## src/pkg/racm_pkg.sv

```systemverilog
// constants and types for the region attribute and cache management block
package racm_pkg;
    // ==========================================================
    // region attribute register fields
    localparam int RA_BASE_LSB   = 24;
    localparam int RA_MASK_LSB   = 16;
    localparam int RA_EN_BIT     = 15;
    localparam int RA_PRIV_LSB   = 13;
    localparam int RA_POL_LSB    = 5;
    localparam int RA_WP_BIT     = 2;
    localparam logic [31:0] RA_RD_MASK = 32'hffffe064;
    localparam logic [31:0] RA_RESET   = 32'h00000000;
    // ==========================================================
    // cache control register fields
    localparam int CC_ON_BIT     = 31;
    localparam int CC_NOINV_BIT  = 28;
    localparam int CC_FLUSH_BIT  = 24;
    localparam int CC_DPOL_LSB   = 8;
    localparam logic [31:0] CC_RESET   = 32'h00000000;
    // ==========================================================
    // directory geometry
    localparam int NUM_SETS      = 128;
    localparam int NUM_WAYS      = 4;
    localparam int NUM_LINES     = 512;
    localparam int LINE_BYTES    = 16;
    localparam int SET_W         = 7;
    localparam int WAY_W         = 2;
    localparam int PP_SET_LSB    = 4;
    localparam int PP_WAY_LSB    = 0;
    // ==========================================================
    // control register move selectors
    localparam logic [1:0] SEL_CACHE_CTRL = 2'h0;
    localparam logic [1:0] SEL_REGION_0   = 2'h1;
    localparam logic [1:0] SEL_REGION_1   = 2'h2;
    // cache policies
    localparam logic [1:0] POL_WTHRU = 2'h0;
    localparam logic [1:0] POL_COPYB = 2'h1;
    localparam logic [1:0] POL_INH_P = 2'h2;
    localparam logic [1:0] POL_INH_I = 2'h3;

    typedef enum logic [2:0] {
        RACM_IDLE  = 3'h1,
        RACM_FLUSH = 3'h2,
        RACM_PUSH  = 3'h4
    } racm_state_e;
endpackage : racm_pkg

```

## src/logic/racm_dir_mem.sv

```systemverilog
// line state directory: valid and modified bits per set and way
`timescale 1ns/1ps
module racm_dir_mem
    import racm_pkg::*;
(
    // clock
    input  wire logic                 clk,
    // write port: one set, per-way write enables
    input  wire logic                 wr_en,
    input  wire logic [SET_W-1:0]     wr_set,
    input  wire logic [NUM_WAYS-1:0]  wr_way_mask,
    input  wire logic [1:0]           wr_state,
    // registered read port
    input  wire logic [SET_W-1:0]     rd_set,
    output logic      [2*NUM_WAYS-1:0] rd_state
);
    // no reset here: line states survive reset by design
    // ==========================================================
    // one storage lane per way, each with its own writer, so a push can
    // touch one way while an invalidate writes all four at once
    genvar g;
    generate
        for (g = 0; g < NUM_WAYS; g++) begin : g_way
            logic [1:0] lane [NUM_SETS];
            logic [1:0] rd_q;
            always_ff @(posedge clk) begin
                if (wr_en && wr_way_mask[g]) begin
                    lane[wr_set] <= wr_state;
                end
            end
            // read data from a register
            always_ff @(posedge clk) begin
                rd_q <= lane[rd_set];
            end
            assign rd_state[2*g +: 2] = rd_q;
        end
    endgenerate
endmodule : racm_dir_mem

```

## src/logic/racm_top.sv

```systemverilog
// region attribute matcher with cache control and line push sequencing
`timescale 1ns/1ps
module racm_top
    import racm_pkg::*;
(
    // clock and reset
    input  wire logic        clk,
    input  wire logic        srst,
    // control register moves from the core
    input  wire logic        ctl_wr,
    input  wire logic [1:0]  ctl_sel,
    input  wire logic [31:0] ctl_wdata,
    output logic      [31:0] ctl_rdata,
    // access lookup
    input  wire logic        acc_valid,
    input  wire logic [31:0] acc_addr,
    input  wire logic        acc_super,
    input  wire logic        acc_write,
    output logic      [1:0]  cache_policy,
    output logic             acc_write_fault,
    output logic             acc_stall,
    output logic             cache_active,
    // line push request
    input  wire logic        push_valid,
    input  wire logic [31:0] line_push_pointer,
    output logic             push_ready,
    output logic             wb_valid,
    output logic [SET_W-1:0] wb_set,
    output logic [WAY_W-1:0] wb_way,
    output logic             wb_dirty
);
    // ==========================================================
    // overview
    // lookups: the upper address byte meets both region registers every
    // cycle; policy and write fault are registered, so they answer one
    // cycle after the address is presented
    // moves: a write lands on the edge that sees the strobe; reads are
    // registered too and follow the selector by one cycle
    // invalidate-all: the request bit is set by a move and cleared by
    // the sequencer after the last set; lookups stall for the whole
    // pass, about 130 cycles, and pushes are held off until it ends
    // push: two cycles from the taken edge to the write-back pulse;
    // the extra cycle waits out the registered directory read, traded
    // against a combinational read port that would not map to memory
    // reset: control and region registers clear, the directory does not;
    // software must invalidate before trusting line states at power-up
    // cache enable is only reported; no path here depends on it, so a
    // disabled cache still pushes and invalidates
    // hazard: a lookup that overlaps both regions always takes region
    // zero, so software places the narrower region there
    typedef struct packed {
        logic [31:0]      region_attr_zero;
        logic [31:0]      region_attr_one;
        logic [31:0]      cache_ctrl;
        racm_state_e      state;
        logic [SET_W-1:0] set_idx;
        logic [WAY_W-1:0] way_idx;
        logic             rd_wait;
        logic             wb_valid;
        logic             wb_dirty;
        logic [1:0]       policy;
        logic             wfault;
        logic [31:0]      rdata;
    } racm_s;

    racm_s q_reg;
    racm_s q_next;

    logic                  dir_wr_en;
    logic [NUM_WAYS-1:0]   dir_way_mask;
    logic [1:0]            dir_wr_state;
    logic [SET_W-1:0]      dir_rd_set;
    logic [2*NUM_WAYS-1:0] dir_rd_state;

    // ==========================================================
    // region matching
    // one decode used by both registers keeps them identical
    function automatic logic region_hit(input logic [31:0] ra,
                                        input logic [7:0]  abyte,
                                        input logic        sup);
        logic en;
        logic priv_ok;
        logic base_ok;
        en      = ra[RA_EN_BIT];
        priv_ok = ra[RA_PRIV_LSB+1] |
                  (ra[RA_PRIV_LSB] == sup);
        base_ok = ((ra[RA_BASE_LSB +: 8] ^ abyte) &
                   ~ra[RA_MASK_LSB +: 8]) == 8'h00;
        return en & priv_ok & base_ok;
    endfunction : region_hit

    logic hit0;
    logic hit1;
    assign hit0 = region_hit(q_reg.region_attr_zero, acc_addr[31:24],
                             acc_super);
    assign hit1 = region_hit(q_reg.region_attr_one, acc_addr[31:24],
                             acc_super);

    // ==========================================================
    // field decoding shared by both region registers
    // pulling each field out in one place keeps the two registers from
    // drifting apart if a field ever moves
    function automatic logic [1:0] region_policy(input logic [31:0] ra);
        return ra[RA_POL_LSB +: 2];
    endfunction : region_policy

    // write-protect flag; only writes are refused, reads pass
    function automatic logic region_wprot(input logic [31:0] ra);
        return ra[RA_WP_BIT];
    endfunction : region_wprot

    // value kept on a region move; the fixed-zero bits are never stored,
    // so a readback needs no masking of its own
    function automatic logic [31:0] region_store(input logic [31:0] d);
        return d & RA_RD_MASK;
    endfunction : region_store

    // ==========================================================
    // push operand decoding
    // the operand is a directory index, never a memory address; line
    // field bits 3-2 are ignored since only four ways exist
    function automatic logic [SET_W-1:0] push_set(input logic [31:0] ptr);
        return ptr[PP_SET_LSB +: SET_W];
    endfunction : push_set

    function automatic logic [WAY_W-1:0] push_way(input logic [31:0] ptr);
        return ptr[PP_WAY_LSB +: WAY_W];
    endfunction : push_way

    // ==========================================================
    // line state helpers; bit 1 valid, bit 0 modified
    // only a valid and modified line has anything to write back
    function automatic logic line_dirty(input logic [1:0] st);
        return st[1] & st[0];
    endfunction : line_dirty

    // state left by a push: invalid, or valid bit kept and modified bit cleared
    // when the keep-valid control bit is set
    function automatic logic [1:0] push_after(input logic [1:0] st,
                                              input logic       keep);
        return keep ? {st[1], 1'b0} : 2'h0;
    endfunction : push_after

    // write lane of a single way
    function automatic logic [NUM_WAYS-1:0] way_lane(
        input logic [WAY_W-1:0] w);
        return NUM_WAYS'(1) << w;
    endfunction : way_lane

    // true on the last set of an invalidate pass
    function automatic logic last_set(input logic [SET_W-1:0] s);
        return s == SET_W'(NUM_SETS - 1);
    endfunction : last_set

    // ==========================================================
    // move decode, one strobe per register; selector 3 writes nothing
    logic mv_cc;
    logic mv_r0;
    logic mv_r1;
    assign mv_cc = ctl_wr & (ctl_sel == SEL_CACHE_CTRL);
    assign mv_r0 = ctl_wr & (ctl_sel == SEL_REGION_0);
    assign mv_r1 = ctl_wr & (ctl_sel == SEL_REGION_1);

    // ==========================================================
    // directory
    racm_dir_mem u_dir (
        .clk         (clk),
        .wr_en       (dir_wr_en),
        .wr_set      (q_reg.set_idx),
        .wr_way_mask (dir_way_mask),
        .wr_state    (dir_wr_state),
        .rd_set      (dir_rd_set),
        .rd_state    (dir_rd_state)
    );

    // ==========================================================
    // next state
    always_comb begin
        logic [1:0] pol;
        logic       wp;
        logic [1:0] line_st;
        pol     = 2'h0;
        wp      = 1'b0;
        line_st = 2'h0;
        q_next  = q_reg;
        dir_wr_en    = 1'b0;
        dir_way_mask = '0;
        dir_wr_state = 2'h0;
        dir_rd_set   = q_reg.set_idx;
        q_next.wb_valid = 1'b0;

        // attribute selection, register zero first on overlap
        if (hit0) begin
            pol = region_policy(q_reg.region_attr_zero);
            wp  = region_wprot(q_reg.region_attr_zero);
        end else if (hit1) begin
            pol = region_policy(q_reg.region_attr_one);
            wp  = region_wprot(q_reg.region_attr_one);
        end else begin
            pol = q_reg.cache_ctrl[CC_DPOL_LSB +: 2];
            wp  = 1'b0;
        end
        q_next.policy = pol;
        q_next.wfault = acc_valid & acc_write & wp;

        // control register moves, full longwords only
        if (mv_r0) begin
            q_next.region_attr_zero = region_store(ctl_wdata);
        end
        if (mv_r1) begin
            q_next.region_attr_one = region_store(ctl_wdata);
        end
        if (mv_cc) begin
            q_next.cache_ctrl = ctl_wdata;
        end
        case (ctl_sel)
            SEL_REGION_0:   q_next.rdata = q_reg.region_attr_zero;
            SEL_REGION_1:   q_next.rdata = q_reg.region_attr_one;
            SEL_CACHE_CTRL: q_next.rdata = q_reg.cache_ctrl;
            default:        q_next.rdata = 32'h00000000;
        endcase

        // sequencer; the enable bit plays no part here
        case (q_reg.state)
            RACM_IDLE: begin
                if (q_reg.cache_ctrl[CC_FLUSH_BIT]) begin
                    q_next.state   = RACM_FLUSH;
                    q_next.set_idx = '0;
                end else if (push_valid) begin
                    // operand indexes the directory directly
                    q_next.set_idx = push_set(line_push_pointer);
                    q_next.way_idx = push_way(line_push_pointer);
                    // read starts now so the state is ready in two cycles
                    dir_rd_set     = push_set(line_push_pointer);
                    q_next.rd_wait = 1'b1;
                    q_next.state   = RACM_PUSH;
                end
            end
            RACM_FLUSH: begin
                // one set per cycle, all four ways at once
                dir_wr_en    = 1'b1;
                dir_way_mask = '1;
                dir_wr_state = 2'h0;
                q_next.set_idx = q_reg.set_idx + 1'b1;
                if (last_set(q_reg.set_idx)) begin
                    // a control move in this cycle wins over the
                    // self-clear, so a request made on the last set is not lost
                    if (!mv_cc) begin
                        q_next.cache_ctrl[CC_FLUSH_BIT] = 1'b0;
                    end
                    q_next.state = RACM_IDLE;
                end
            end
            RACM_PUSH: begin
                if (q_reg.rd_wait) begin
                    q_next.rd_wait = 1'b0;
                end else begin
                    line_st = dir_rd_state[2*q_reg.way_idx +: 2];
                    // bit1 valid, bit0 modified
                    q_next.wb_valid = line_dirty(line_st);
                    q_next.wb_dirty = line_dirty(line_st);
                    dir_wr_en    = 1'b1;
                    dir_way_mask = way_lane(q_reg.way_idx);
                    dir_wr_state = push_after(line_st,
                        q_reg.cache_ctrl[CC_NOINV_BIT]);
                    q_next.state = RACM_IDLE;
                end
            end
            default: q_next.state = RACM_IDLE;
        endcase

        // reset last, so it overrides every register update above; directory writes are not gated
        if (srst) begin
            q_next = '0;
            q_next.region_attr_zero = RA_RESET;
            q_next.region_attr_one  = RA_RESET;
            q_next.cache_ctrl       = CC_RESET;
            q_next.state            = RACM_IDLE;
        end
    end

    // ==========================================================
    // state register; directory contents are not reset
    always_ff @(posedge clk) begin
        q_reg <= q_next;
    end

    // ==========================================================
    // outputs
    assign ctl_rdata       = q_reg.rdata;
    assign cache_policy    = q_reg.policy;
    assign acc_write_fault = q_reg.wfault;
    // stall later accesses while the invalidate walks the sets
    assign acc_stall       = (q_reg.state == RACM_FLUSH) |
                             q_reg.cache_ctrl[CC_FLUSH_BIT];
    assign cache_active    = q_reg.cache_ctrl[CC_ON_BIT];
    assign push_ready      = (q_reg.state == RACM_IDLE) &
                             ~q_reg.cache_ctrl[CC_FLUSH_BIT];
    assign wb_valid        = q_reg.wb_valid;
    assign wb_set          = q_reg.set_idx;
    assign wb_way          = q_reg.way_idx;
    assign wb_dirty        = q_reg.wb_dirty;
endmodule : racm_top

```

## config.mk

```make
export PLATFORM = sky130hd
export DESIGN_NAME = racm_top
export DESIGN_NICKNAME = d
export VERILOG_FILES = /design/src/pkg/racm_pkg.sv /design/src/logic/racm_dir_mem.sv /design/src/logic/racm_top.sv
export SDC_FILE = /design/constraint.sdc
export NUM_CORES = 1
export LEC_CHECK = 0
export BUFFER_PORTS_ARGS = -buffer_cell sky130_fd_sc_hd__buf_2
export CORE_UTILIZATION = 54
export CTS_BUF_LIST = sky130_fd_sc_hd__clkbuf_16
export DETAILED_ROUTE_END_ITERATION = 8
export PLACE_DENSITY_LB_ADDON = 0.2
export SLEW_MARGIN = 20
export SYNTH_ARGS = -nofsm -noshare
export SYNTH_HDL_FRONTEND = slang
export SYNTH_SLANG_ARGS = --single-unit
export TNS_END_PERCENT = 30
```

## constraint.sdc

```tcl
create_clock -name clk -period 4.5 [get_ports clk]
set_input_delay 0.9 -clock clk [delete_from_list [all_inputs] [get_ports clk]]
set_output_delay 0.9 -clock clk [all_outputs]
set_load 0.1 [all_outputs]
```

======== Yosys cells after proc, flatten, opt, wreduce, memory -nomap -nowiden ========
Memory sizes are Yosys's and may differ from the RTL's. A register that Yosys moved wholly into a read port is not among the register bits.
Cells that the tools add are included.
storage, ports and cells
  register bits ........................... 126
  memory bits (writable) .................. 1024
  bits of input ports ..................... 105
  output and inout bits ................... 49
  word-level logic and storage cells ...... 106
  memories kept ........................... 4
memory list
  name                 depth  width  read ports  clocked after memory_dff  write ports  line                text
  u_dir.g_way[0].lane  128    2      1           1                         1            racm_dir_mem.sv:24  logic [1:0] lane [NUM_SETS];
  u_dir.g_way[1].lane  128    2      1           1                         1            racm_dir_mem.sv:24
  u_dir.g_way[2].lane  128    2      1           1                         1            racm_dir_mem.sv:24
  u_dir.g_way[3].lane  128    2      1           1                         1            racm_dir_mem.sv:24
cells by class
  $add $sub $neg .......................... 1
  eq/ne operators ......................... 13
  shift-type cells ........................ 2
  muxes and demuxes ....................... 35
  bitwise gates (word level) .............. 23
  reduce and logical (&&, ||, !) cells .... 15
operators by type and width
  kind                                          number
  one-hot mux 32 bit (3 select lines)           1
  2-to-1 mux 25 bit                             1
  2-to-1 mux 7 bit                              3
  bitwise AND 8 bit                             2
  zero test 8 bit                               2
  inverter 8 bit                                2
  bitwise XOR 8 bit                             2
  2-to-1 mux 1 bit                              15
  one-hot mux 7 bit (2 select lines)            1
  2-to-1 mux 13 bit                             1
  bitwise AND 1 bit                             11
  2-to-1 mux 10 bit                             1
  2-to-1 mux 2 bit                              5
  one-hot mux 3 bit (3 select lines)            1
  AND reduction 3 bit                           3
  != test 2 bit (second input constant)         4
  one-hot mux 4 bit (2 select lines)            1
  variable part select 8 x 4 -> 2 bit           1
  adder 7 x 1 -> 7 bit (second input constant)  1
  equality test 7 bit (second input constant)   1
  2-to-1 mux 3 bit                              2
  logical AND 1 bit                             4
  2-to-1 mux 4 bit                              1
  one-hot mux 1 bit (2 select lines)            2
  other kinds (14)                              21

======== Logic depth before layout (Yosys ltp) ========
Gate-level depths: netlist of run 1.
  depth after elaboration ................. 7
  gate-level depth with buffers ........... 7
  gate-level depth less buffers ........... 6

======== Cells and area by module ========
From an unflattened synthesis of run 1, not the netlist that was laid out.
second synthesis, totals
  cell total of the unflattened synthesis .. 2885
  area, all modules ....................... 47261.6 µm²
modules (own cells, without submodules)
  module        times used  cells an instance  area an instance (µm²)  seq. area each (µm²)
  racm_dir_mem  1           2197               41757.5                 30909.6
  racm_top      1           688                5504.0                  2522.4

======== Worst setup path before layout of run 1 ========
OpenSTA, ideal clock, no wires.
  kind .................................... register to output
  from .................................... register q_reg[48] in the netlist's numbering
  to ...................................... output push_ready
  arrival time ............................ 1797 ps
  required time ........................... 3600 ps
  setup slack ............................. 1803 ps
  stages on the path, launching flop included .. 4
  path buffers ............................ 0
  cells stage by stage .................... dfxtp_1 -> nor2_1 -> nand2_1 -> nor2_1
between the ends
  longest elaborated chain between the ends .. 2
ends and longest elaborated chain
  what                          line             text
  start, declared               racm_top.sv:66   racm_s q_reg;
  start signal, assigned        racm_top.sv:285  q_reg <= q_next;
  equality test 3 x 1 -> 1 bit  racm_top.sv:297  assign push_ready = (q_reg.state == RACM_IDLE) &
  bitwise AND 1 bit             racm_top.sv:297
  end, declared                 racm_top.sv:26   output logic push_ready,
No other way between the ends.

======== Final worst setup path of run 1 ========
  from .................................... register q_reg[47] in the netlist's numbering
  to ...................................... output acc_stall
between the ends
  longest elaborated chain between the ends .. 2
ends and longest elaborated chain
  what                          line             text
  equality test 3 x 2 -> 1 bit  racm_top.sv:294  assign acc_stall = (q_reg.state == RACM_FLUSH) |
  bitwise OR 1 bit              racm_top.sv:294
  end, declared                 racm_top.sv:21   output logic acc_stall,
No other way between the ends.

==> results of run 1 <==
-- power breakdown --
part | internal [mW] | switching, mW
Combinational | 0.0934 | 0.265
Sequential | 1.14 | 0.0332
Clock | 0.801 | 0.470
Total | 2.03 | 0.768
-- synthesized netlist by cell type, drive strengths merged (2+ instances only) --
cell type | number | area, µm²
nand2 | 167 | 627
dfxtp | 124 | 2480
a21oi | 111 | 556
nor2 | 61 | 229
buf | 51 | 367
clkbuf | 36 | 135
mux2i | 24 | 240
xnor2 | 18 | 158
and2 | 14 | 87.6
nand3 | 10 | 50.1
o22ai | 8 | 50.1
a211oi | 6 | 45.0
o21ai | 6 | 30.0
a311oi | 3 | 26.3
a31oi | 3 | 18.8
inv | 3 | 11.3
nor2b | 3 | 18.8
nor3 | 2 | 21.3
or2 | 2 | 12.5
-- worst min path at each step --
stage | to | start
6_report | q_reg[57] | q_reg[57]
5_1_grt | q_reg[57] | q_reg[57]
4_1_cts | q_reg[53] | q_reg[53]
3_5_place_dp | q_reg[53] | q_reg[53]
3_3_place_gp | ctl_rdata[1] | q_reg[51]
2_1_floorplan | ctl_rdata[0] | q_reg[50]
-- critical path: stages, from the launching register on --
cell      delay [ps]
dfxtp_1          360
nor2_1           140
nand2_1          270
nand2b_1         170
buf_2            430
-- through the flow --
step	instances	power [mW]	worst slack (ps)	instance area (µm²)	hold slack (ps)
finish	855	2.80	1810	6100	451
CTS	855	2.82	1790	6100	450
global placement	823	1.54	1540	5540	436
floorplan	668	1.48	1800	5290	430
global route	855	2.91	1670	6100	473
detailed placement	823	1.55	1470	5540	442
-- layer usage --
metal | global-route usage | up-vias
met5 | 0 | -
met4 | 0.125 | 0
met3 | 0.0860 | 26
met2 | 0.445 | 193
met1 | 0.308 | 2115
li1 | - | 2247
-- kinds of logic (layout without fill, tap and decap cells) --
group | Yosys count | in the layout | synth area share
fa+ha+maj | 1 | 1 | 0.00236
compound gates | 146 | 146 | 0.152
mux | 24 | 24 | 0.0454
flops | 124 | 124 | 0.469
xor+xnor | 18 | 18 | 0.0298
other cells | 1 | 2 | 0.000709
buf+inv | 90 | 148 | 0.0970
simple gates | 263 | 263 | 0.204
-- area by class of cell --
| cell class | instances | area (µm²) |
|---|---|---|
| inverter | 3 | 11.3 |
| sequential | 124 | 2480 |
| tap | 129 | 161 |
| clock inverter | 15 | 134 |
| multi-input combinational | 454 | 2300 |
| fill | 845 | 3270 |
| timing repair buffer | 113 | 591 |
| clock buffer | 17 | 425 |
==> results.md, run 1 <==
- Status: finished clean
- Routed via count: 4,581
- Post-route minimum period: 2690 ps
- Post-cts sizing count: 0
- DR iter-0 viols: 214
- Final setup fails: 0
- GP Congestion: approximately 0.83
- Area grow syn2layout: 15.4%
- IO buf count: approximately 100
- Detailed-router iteration count before antenna repair: 5
- Reg2Reg Depth: 6
- Pleak: about 2.5 nW
- Global-route wire length before repair: 20,500 µm
- Root Buffer: clkbuf_16
- Grt ovf: 0
- Post-CTS setup buffer count: 0
- Synth cell types: 40
- CTS tree: yes
- Crit path max fanout: 14
- YS warnings: 0
- Post-detail-place hpwl: 8060 µm
- Layout cells sized above 1: 0.198
- Crit path to: acc_stall
- Post-synth EDFFs: 0
- Asr flop ratio synth: 0
- Die width: 101 µm
- Number of global-route vias before repair: 4,403
- CTS sink cnt: around 120
- Register area share after synthesis: 0.469
- Initial antenna violation count: 0
- DR vias/cell: 5.36
- # rows: 35
- Layout Skew: 5.40 ps
- Main synth FF type: dfxtp_1
- N_diodes: 0
- WL/cell: 15.0 µm
- Post-CTS Hold Buffers: 0
- Overall routing resource usage: 0.266
- Die Y: between 100 and 150 µm
- Max-cap violations: 0
- Cells after synthesis: 667
- Post-layout util: 0.651
- Starting Density: 0.564
- # DRC: 0
- Worst Setup Start Kind: register
- Max_slew headroom: 0.358
- TNS Setup: 0 ps
- Io pins: between 150 and 200
- Crit path from: q_reg[47]
- Max clock buf depth: 2
- Largest net degree at the start of global routing: 82
- Syn avg cell area: 7.93 µm²
- Pwr per Cell Area: between 400 and 500 mW/mm²
- WP data required: 3600 ps
- Top Metal Used: met4
- Final ANT Viol Nets: 0
- WL final: 12,800 µm
- Met1 WL: 5320 µm
- Final period utilization: 0.598
- Met3 wire length: around 1100 µm
- Worst VDD drop: between 0.2 and 0.25 mV
- H-tree Lvls: 4
- Max Transition Viols Final: 0
- Cts bufs inserted: 17
- Reg2reg end: acc_write_fault
- CP Capture Type: output port
- Worst-Skew Late Latency: 410 ps
- Max FFs per register: 79
- Reg-to-reg slack, setup: 2550 ps
- Core Box Area: 0.00937 mm²
- WL met2: 6120 µm
- Worst-Margin Slew: 960 ps
- Most frequent cells in the layout: nand2_1 (167), dfxtp_1 (124), a21oi_1 (111), buf_2 (103), nor2_1 (61)
- Synthesized area: between 0.005 and 0.006 mm²
- Fin. Hold Viols: 0
- Critical path arrival: 1790 ps
- CP Class: reg -> out
- RSZ-0062 raised after global routing: no
- Most common cell after layout, fill and taps aside: nand2_1
- FF-to-FF Start: q_reg[140]
- Hold depth: 2
- Highest clock rate: 0.372 GHz
- Clock slew at reported path FFs: around 50 ps
- # nets final: around 820
- Synth Register Bits: 124
- Worst min-delay path class: reg -> reg
- Die area: ~0.01 mm²
Note: power is estimated with default switching activity, not from simulation.
==> inputs of run 2 (changes only) <==
- CORE_UTILIZATION: 54 -> 52
- clock period: 4.5 -> 2.7 ns (I/O delays scaled with it)
==> run 2 against run 1 <==
Effect of this change:
- via count fell by 0.17%
- final area up 2.1%
- clock power up 89%
- utilization shrank 1.7 points
- die area grew 3.8%
- highest routed layer unchanged
==> results.md, run 2 (synthesis gave the netlist of run 1 again) <==
- Clock slew at reported path FFs: 50 ps (about the same)
- Final WS setup: 377 ps (-1430 ps)
- Fillers: 891 (+5.4%)
- Area grow syn2layout: 17.8%
- Pleak: 2.55 nW (+2.3%)
- Most frequent cells in the layout: nand2_1 (167), dfxtp_1 (124), a21oi_1 (111), buf_2 (103), nor2_1 (61)
- Starting Density: 0.539 (-0.0258)
- Post-cts sizing count: 0 (unchanged)
- CP Buf/Inv Count: 1 (unchanged)
- Pwr per Cell Area: 796 mW/mm² (+73%)
- Final period utilization: 0.860
- Initial antenna violation count: 0 (unchanged)
- Post-route minimum period: 2320 ps
- Max Transition Viols Final: 0 (unchanged)
- RSZ-0062 raised after global routing: no
- Post-CTS setup buffer count: 0 (unchanged)
- Final setup fails: 0 (unchanged)
- Max clock buf depth: 2 (unchanged)
- Delay-heaviest family, CP: simple AND/OR/NAND/NOR gates
- CTS tree: yes
- # nets final: 823 (+0.49%)
- Max_slew headroom: 0.385 (+0.0267)
- N_diodes: 0 (unchanged)
- H-tree Lvls: 4 (unchanged)
- Post-detail-place hpwl: 8230 µm (+2.2%)
- Worst Setup Start Kind: register
- Number of instances in the placed design: 831 (+0.97%)
- Pwr Total: 4.96 mW (+77%)
- Routed via count: 4,573 (-0.17%)
- DR vias/cell: 5.31 (-0.99%)
- CP Class: reg -> out
- Cts bufs inserted: 17 (unchanged)
- CTS sink cnt: 124 (unchanged)
- Overall routing resource usage: 0.261 (-0.00475)
- Worst-Margin Slew: 915 ps (-44.7 ps)
- # rows: 36 (+2.9%)
- Max FFs per register: 79 (unchanged)
- # DRC: 0 (unchanged)
- CP Capture Type: output port
- Core Box Area: 0.00982 mm² (+4.8%)
- Post-CTS Hold Buffers: 0 (unchanged)
- Detailed-router iteration count before antenna repair: 5 (unchanged)
- GP Congestion: 0.847 (+1.5%)
- IO buf count: 104 (unchanged)
- Max-cap violations: 0 (unchanged)
- Worst min-delay path class: in -> reg
- Io pins: 154 (unchanged)
- Global-route wire length before repair: 20,800 µm (+1.3%)
- Largest stage delay on the critical path: 430 ps (about the same)
- Sequential cell area: 0.00248 mm² (unchanged)
- Worst VDD drop: 0.379 mV (+69%)
- Root Buffer: clkbuf_16
- WP data required: 2160 ps (-1440 ps)
- Reg2Reg Depth: 6 (unchanged)
- Non-Filler Instances: 862 (+0.82%)
- Multi-input gate area: 0.00230 mm² (unchanged)
- Most common cell after layout, fill and taps aside: nand2_1
- Fin. Hold Viols: 0 (unchanged)
- Post-layout util: 0.635 (-0.0166)
- Largest net degree at the start of global routing: 115 (+40%)
- Die area: 0.0106 mm² (+3.8%)
- Crit path max fanout: 14 (unchanged)
- Final instance area: 0.00623 mm² (+2.1%)
- Layout cells sized above 1: 0.202 (+0.00330)
- Worst hold slack: 371 ps (-80.7 ps)
- WL/cell: 14.9 µm (about the same)
- Die width: 103 µm (+1.9%)
- Critical-path cell list: nor2_1 -> nand2_1 -> nand2b_1 -> buf_2
- Grt ovf: 0 (unchanged)
- WL final: 12,900 µm (+0.73%)
- Worst-Skew Late Latency: 400 ps (about the same)
- Hold depth: 3 (+1)
- Area post-placement: 0.00560 mm² (+1.1%)
- Layout Skew: 6.97 ps (+1.57 ps)
- Die Y: 103 µm (+1.9%)
- Critical path arrival: 1780 ps (about the same)
- WP depth: 4 (unchanged)
- Number of global-route vias before repair: 4,364 (-0.89%)
- Final ANT Viol Nets: 0 (unchanged)
- Highest clock rate: around 0.43 GHz
- DR iter-0 viols: 250 (+17%)
- Slowest-stage cell, CP: buf_2
- Status: finished clean
- TNS Setup: 0 ps (unchanged)
- Setup WS pre-CTS: 587 ps (-882 ps)
[run 2: cell count changes in the layout (fill, tap and decap cells not counted), sizes merged]
cell	delta
inv	-1
buf	+4
bufinv	+3
clkinv	-1
clkinvlp	-2
[run 2: path summary, 6_finish.rpt]
path,start,end,slack [ps]
setup / recovery,q_reg[47],acc_stall,380
hold / removal,ctl_wdata[4],q_reg[54],370
setup reg to reg,q_reg[109],cache_policy[1],850
hold reg to reg,q_reg[54],q_reg[54],450
[run 2: layout make-up]
type,instances,share of cell area
Clock buffer,17,0.0683
Clock inverter,14,0.0325
Inverter,3,0.00181
Multi-Input combinational cell,454,0.369
Sequential cell,124,0.398
Tap cell,133,0.0267
Timing Repair Buffer,117,0.104
[run 2: power by group]
part,leakage [nW],internal (mW),switching (mW)
sequential,1.01,1.90,0.0555
clock,0.303,1.62,0.782
combinational,1.24,0.162,0.445
total,2.55,3.68,1.28
[run 2: worst reg2reg max path, delay by kind of cell (launching register included)]
kind            cells  cell delay [ps]
flops               1              330
xor+xnor            1              230
compound gates      2              240
mux                 1              250
simple gates        2              660
[run 2: routing by layer]
layer | wire, µm | global-route usage | vias up
li1 | - | - | 2256
met1 | 5770 | 0.331 | 2131
met2 | 6110 | 0.424 | 154
met3 | 705 | 0.0678 | 32
met4 | 297 | 0.105 | 0
met5 | 0 | 0 | -
==> inputs of run 3 (changes only) <==
- RECOVER_POWER: not set -> 25
==> run 3 against run 2 <==
Effect of this change:
- global-route usage is the same
- critical path depth grew 3
- register-to-register slack is essentially flat
- routed wire length grew 0.33%
- final area shrank 0.24%
- critical endpoint is now q_reg[140]
- largest cell class unchanged
==> results.md, run 3 (synthesis gave the netlist of run 1 again) <==
- Status: finished clean
- Starting Density: 0.539 (unchanged)
- RSZ-0062 raised after global routing: no
- CP Buf/Inv Count: 3 (+2)
- Final instance area: 0.00622 mm² (-0.24%)
- Pwr per Cell Area: 798 mW/mm² (+0.18%)
- Die area: 0.0106 mm² (unchanged)
- Critical path arrival: 2660 ps (+880 ps)
- Post-route minimum period: 2340 ps (+15.2 ps)
- Io pins: 154 (unchanged)
- CP Capture Type: register
- Pleak: 2.53 nW (-0.62%)
- DR iter-0 viols: 274 (+9.6%)
- Most common cell after layout, fill and taps aside: nand2_1
- Worst Setup Start Kind: input pin
- Final setup fails: 0 (unchanged)
- Clock slew at reported path FFs: 50 ps (about the same)
- GP Congestion: 0.847 (unchanged)
- Non-Filler Instances: 862 (unchanged)
- # nets final: 823 (unchanged)
- Final WS setup: 362 ps (-15.2 ps)
- N_diodes: 0 (unchanged)
- Final period utilization: 0.866 (+0.00562)
- Area grow syn2layout: 17.5%
- Max Transition Viols Final: 0 (unchanged)
- Post-CTS setup buffer count: 0 (unchanged)
- Number of instances in the placed design: 831 (unchanged)
- Detailed-router iteration count before antenna repair: 5 (unchanged)
- Post-detail-place hpwl: 8230 µm (unchanged)
- Fillers: 896 (+0.56%)
- Worst-Margin Slew: 1220 ps (+304 ps)
- Grt ovf: 0 (unchanged)
- Post-CTS Hold Buffers: 0 (unchanged)
- Multi-input gate area: 0.00230 mm² (unchanged)
- Sequential cell area: 0.00248 mm² (unchanged)
- WL/cell: 15.0 µm (+0.33%)
- Area post-placement: 0.00560 mm² (unchanged)
- Post-cts sizing count: 0 (unchanged)
- Die Y: 103 µm (unchanged)
- Delay-heaviest family, CP: buffers and inverters
- Largest stage delay on the critical path: 920 ps (+490 ps)
- TNS Setup: 0 ps (unchanged)
- IO buf count: 104 (unchanged)
- Layout Skew: 6.98 ps (+0.00794 ps)
- Number of global-route vias before repair: 4,364 (unchanged)
- Critical-path cell list: buf_2 -> nor2b_1 -> clkbuf_1 -> and2_0 -> buf_4 -> nand2_1 -> a21oi_1
- Max FFs per register: 79 (unchanged)
- CP Class: in -> reg
- CTS tree: yes
- Layout cells sized above 1: 0.196 (-0.00549)
- Worst min-delay path class: in -> reg
- Worst VDD drop: 0.395 mV (+4.3%)
- Max clock buf depth: 2 (unchanged)
- WP data required: 3020 ps (+860 ps)
- # rows: 36 (unchanged)
- Most frequent cells in the layout: nand2_1 (167), dfxtp_1 (124), a21oi_1 (111), buf_2 (103), nor2_1 (61)
- Slowest-stage cell, CP: clkbuf_1
- Largest net degree at the start of global routing: 115 (unchanged)
- DR vias/cell: 5.26 (-0.85%)
- Setup WS pre-CTS: 587 ps (unchanged)
- Root Buffer: clkbuf_16
- Worst hold slack: 371 ps (+0.614 ps)
- Highest clock rate: 0.428 GHz (-0.65%)
- H-tree Lvls: 4 (unchanged)
- # DRC: 0 (unchanged)
- Core Box Area: 0.00982 mm² (unchanged)
- WL final: 12,900 µm (+0.33%)
- Final ANT Viol Nets: 0 (unchanged)
- Overall routing resource usage: 0.261 (unchanged)
- CTS sink cnt: 124 (unchanged)
- Worst-Skew Late Latency: 400 ps (about the same)
- Initial antenna violation count: 0 (unchanged)
- Fin. Hold Viols: 0 (unchanged)
- Max-cap violations: 0 (unchanged)
- Die width: 103 µm (unchanged)
- Global-route wire length before repair: 20,800 µm (unchanged)
- Max_slew headroom: 0.187 (-0.198)
- Routed via count: 4,534 (-0.85%)
- Crit path max fanout: 23 (+9)
- Cts bufs inserted: 17 (unchanged)
## run 3: cell types whose count changed in the layout (fill, tap and decap cells not counted)
cell and delta:
and2_0 +1, and2_1 -1, buf_4 -4, clkbuf_1 +4
## run 3: path summary, 6_finish.rpt
kind	startpoint	to	slack, ps	cells past startpoint
min reg2reg	q_reg[57]	q_reg[57]	450	2
max reg2reg	q_reg[109]	cache_policy[1]	850	6
min	ctl_wdata[4]	q_reg[54]	370	3
max	ctl_sel[0]	q_reg[140]	360	7
## run 3: metrics by stage
step	power [mW]	util
finish	4.96	0.633
global route	5.14	0.633
CTS	4.99	0.635
detailed placement	2.60	0.571
global placement	2.58	0.571
floorplan	2.47	-
## run 3: cell type report
type | count | share of cell area
clock inverter | 14 | 0.0326
timing repair buffer | 117 | 0.101
tap | 133 | 0.0268
inverter | 3 | 0.00181
clock buffer | 17 | 0.0684
multi-input combinational | 454 | 0.370
sequential | 124 | 0.399
## run 3: metal layers
metal | routed length, µm | part of all wire | GRT usage
met2 | 6140 | 0.47 | 0.424
met5 | 0 | 0 | 0
met1 | 5720 | 0.44 | 0.331
met3 | 818 | 0.063 | 0.0678
met4 | 252 | 0.019 | 0.105
## run 3: report_power, final
| part | switching, mW | total, mW | internal [mW] |
|---|---|---|---|
| logic | 0.445 | 0.605 | 0.160 |
| registers | 0.0554 | 1.96 | 1.90 |
| clock network | 0.781 | 2.40 | 1.62 |
| total | 1.28 | 4.96 | 3.68 |
## run 3: worst register-to-register path: cells and delay by family (launching register included)
kind                      cells  cell delay [ps]
muxes                         1              250
AOI/OAI and AO/OA             2              230
DFF                           1              330
and+or+nand+nor               2              660
xor gates and xnor gates      1              230
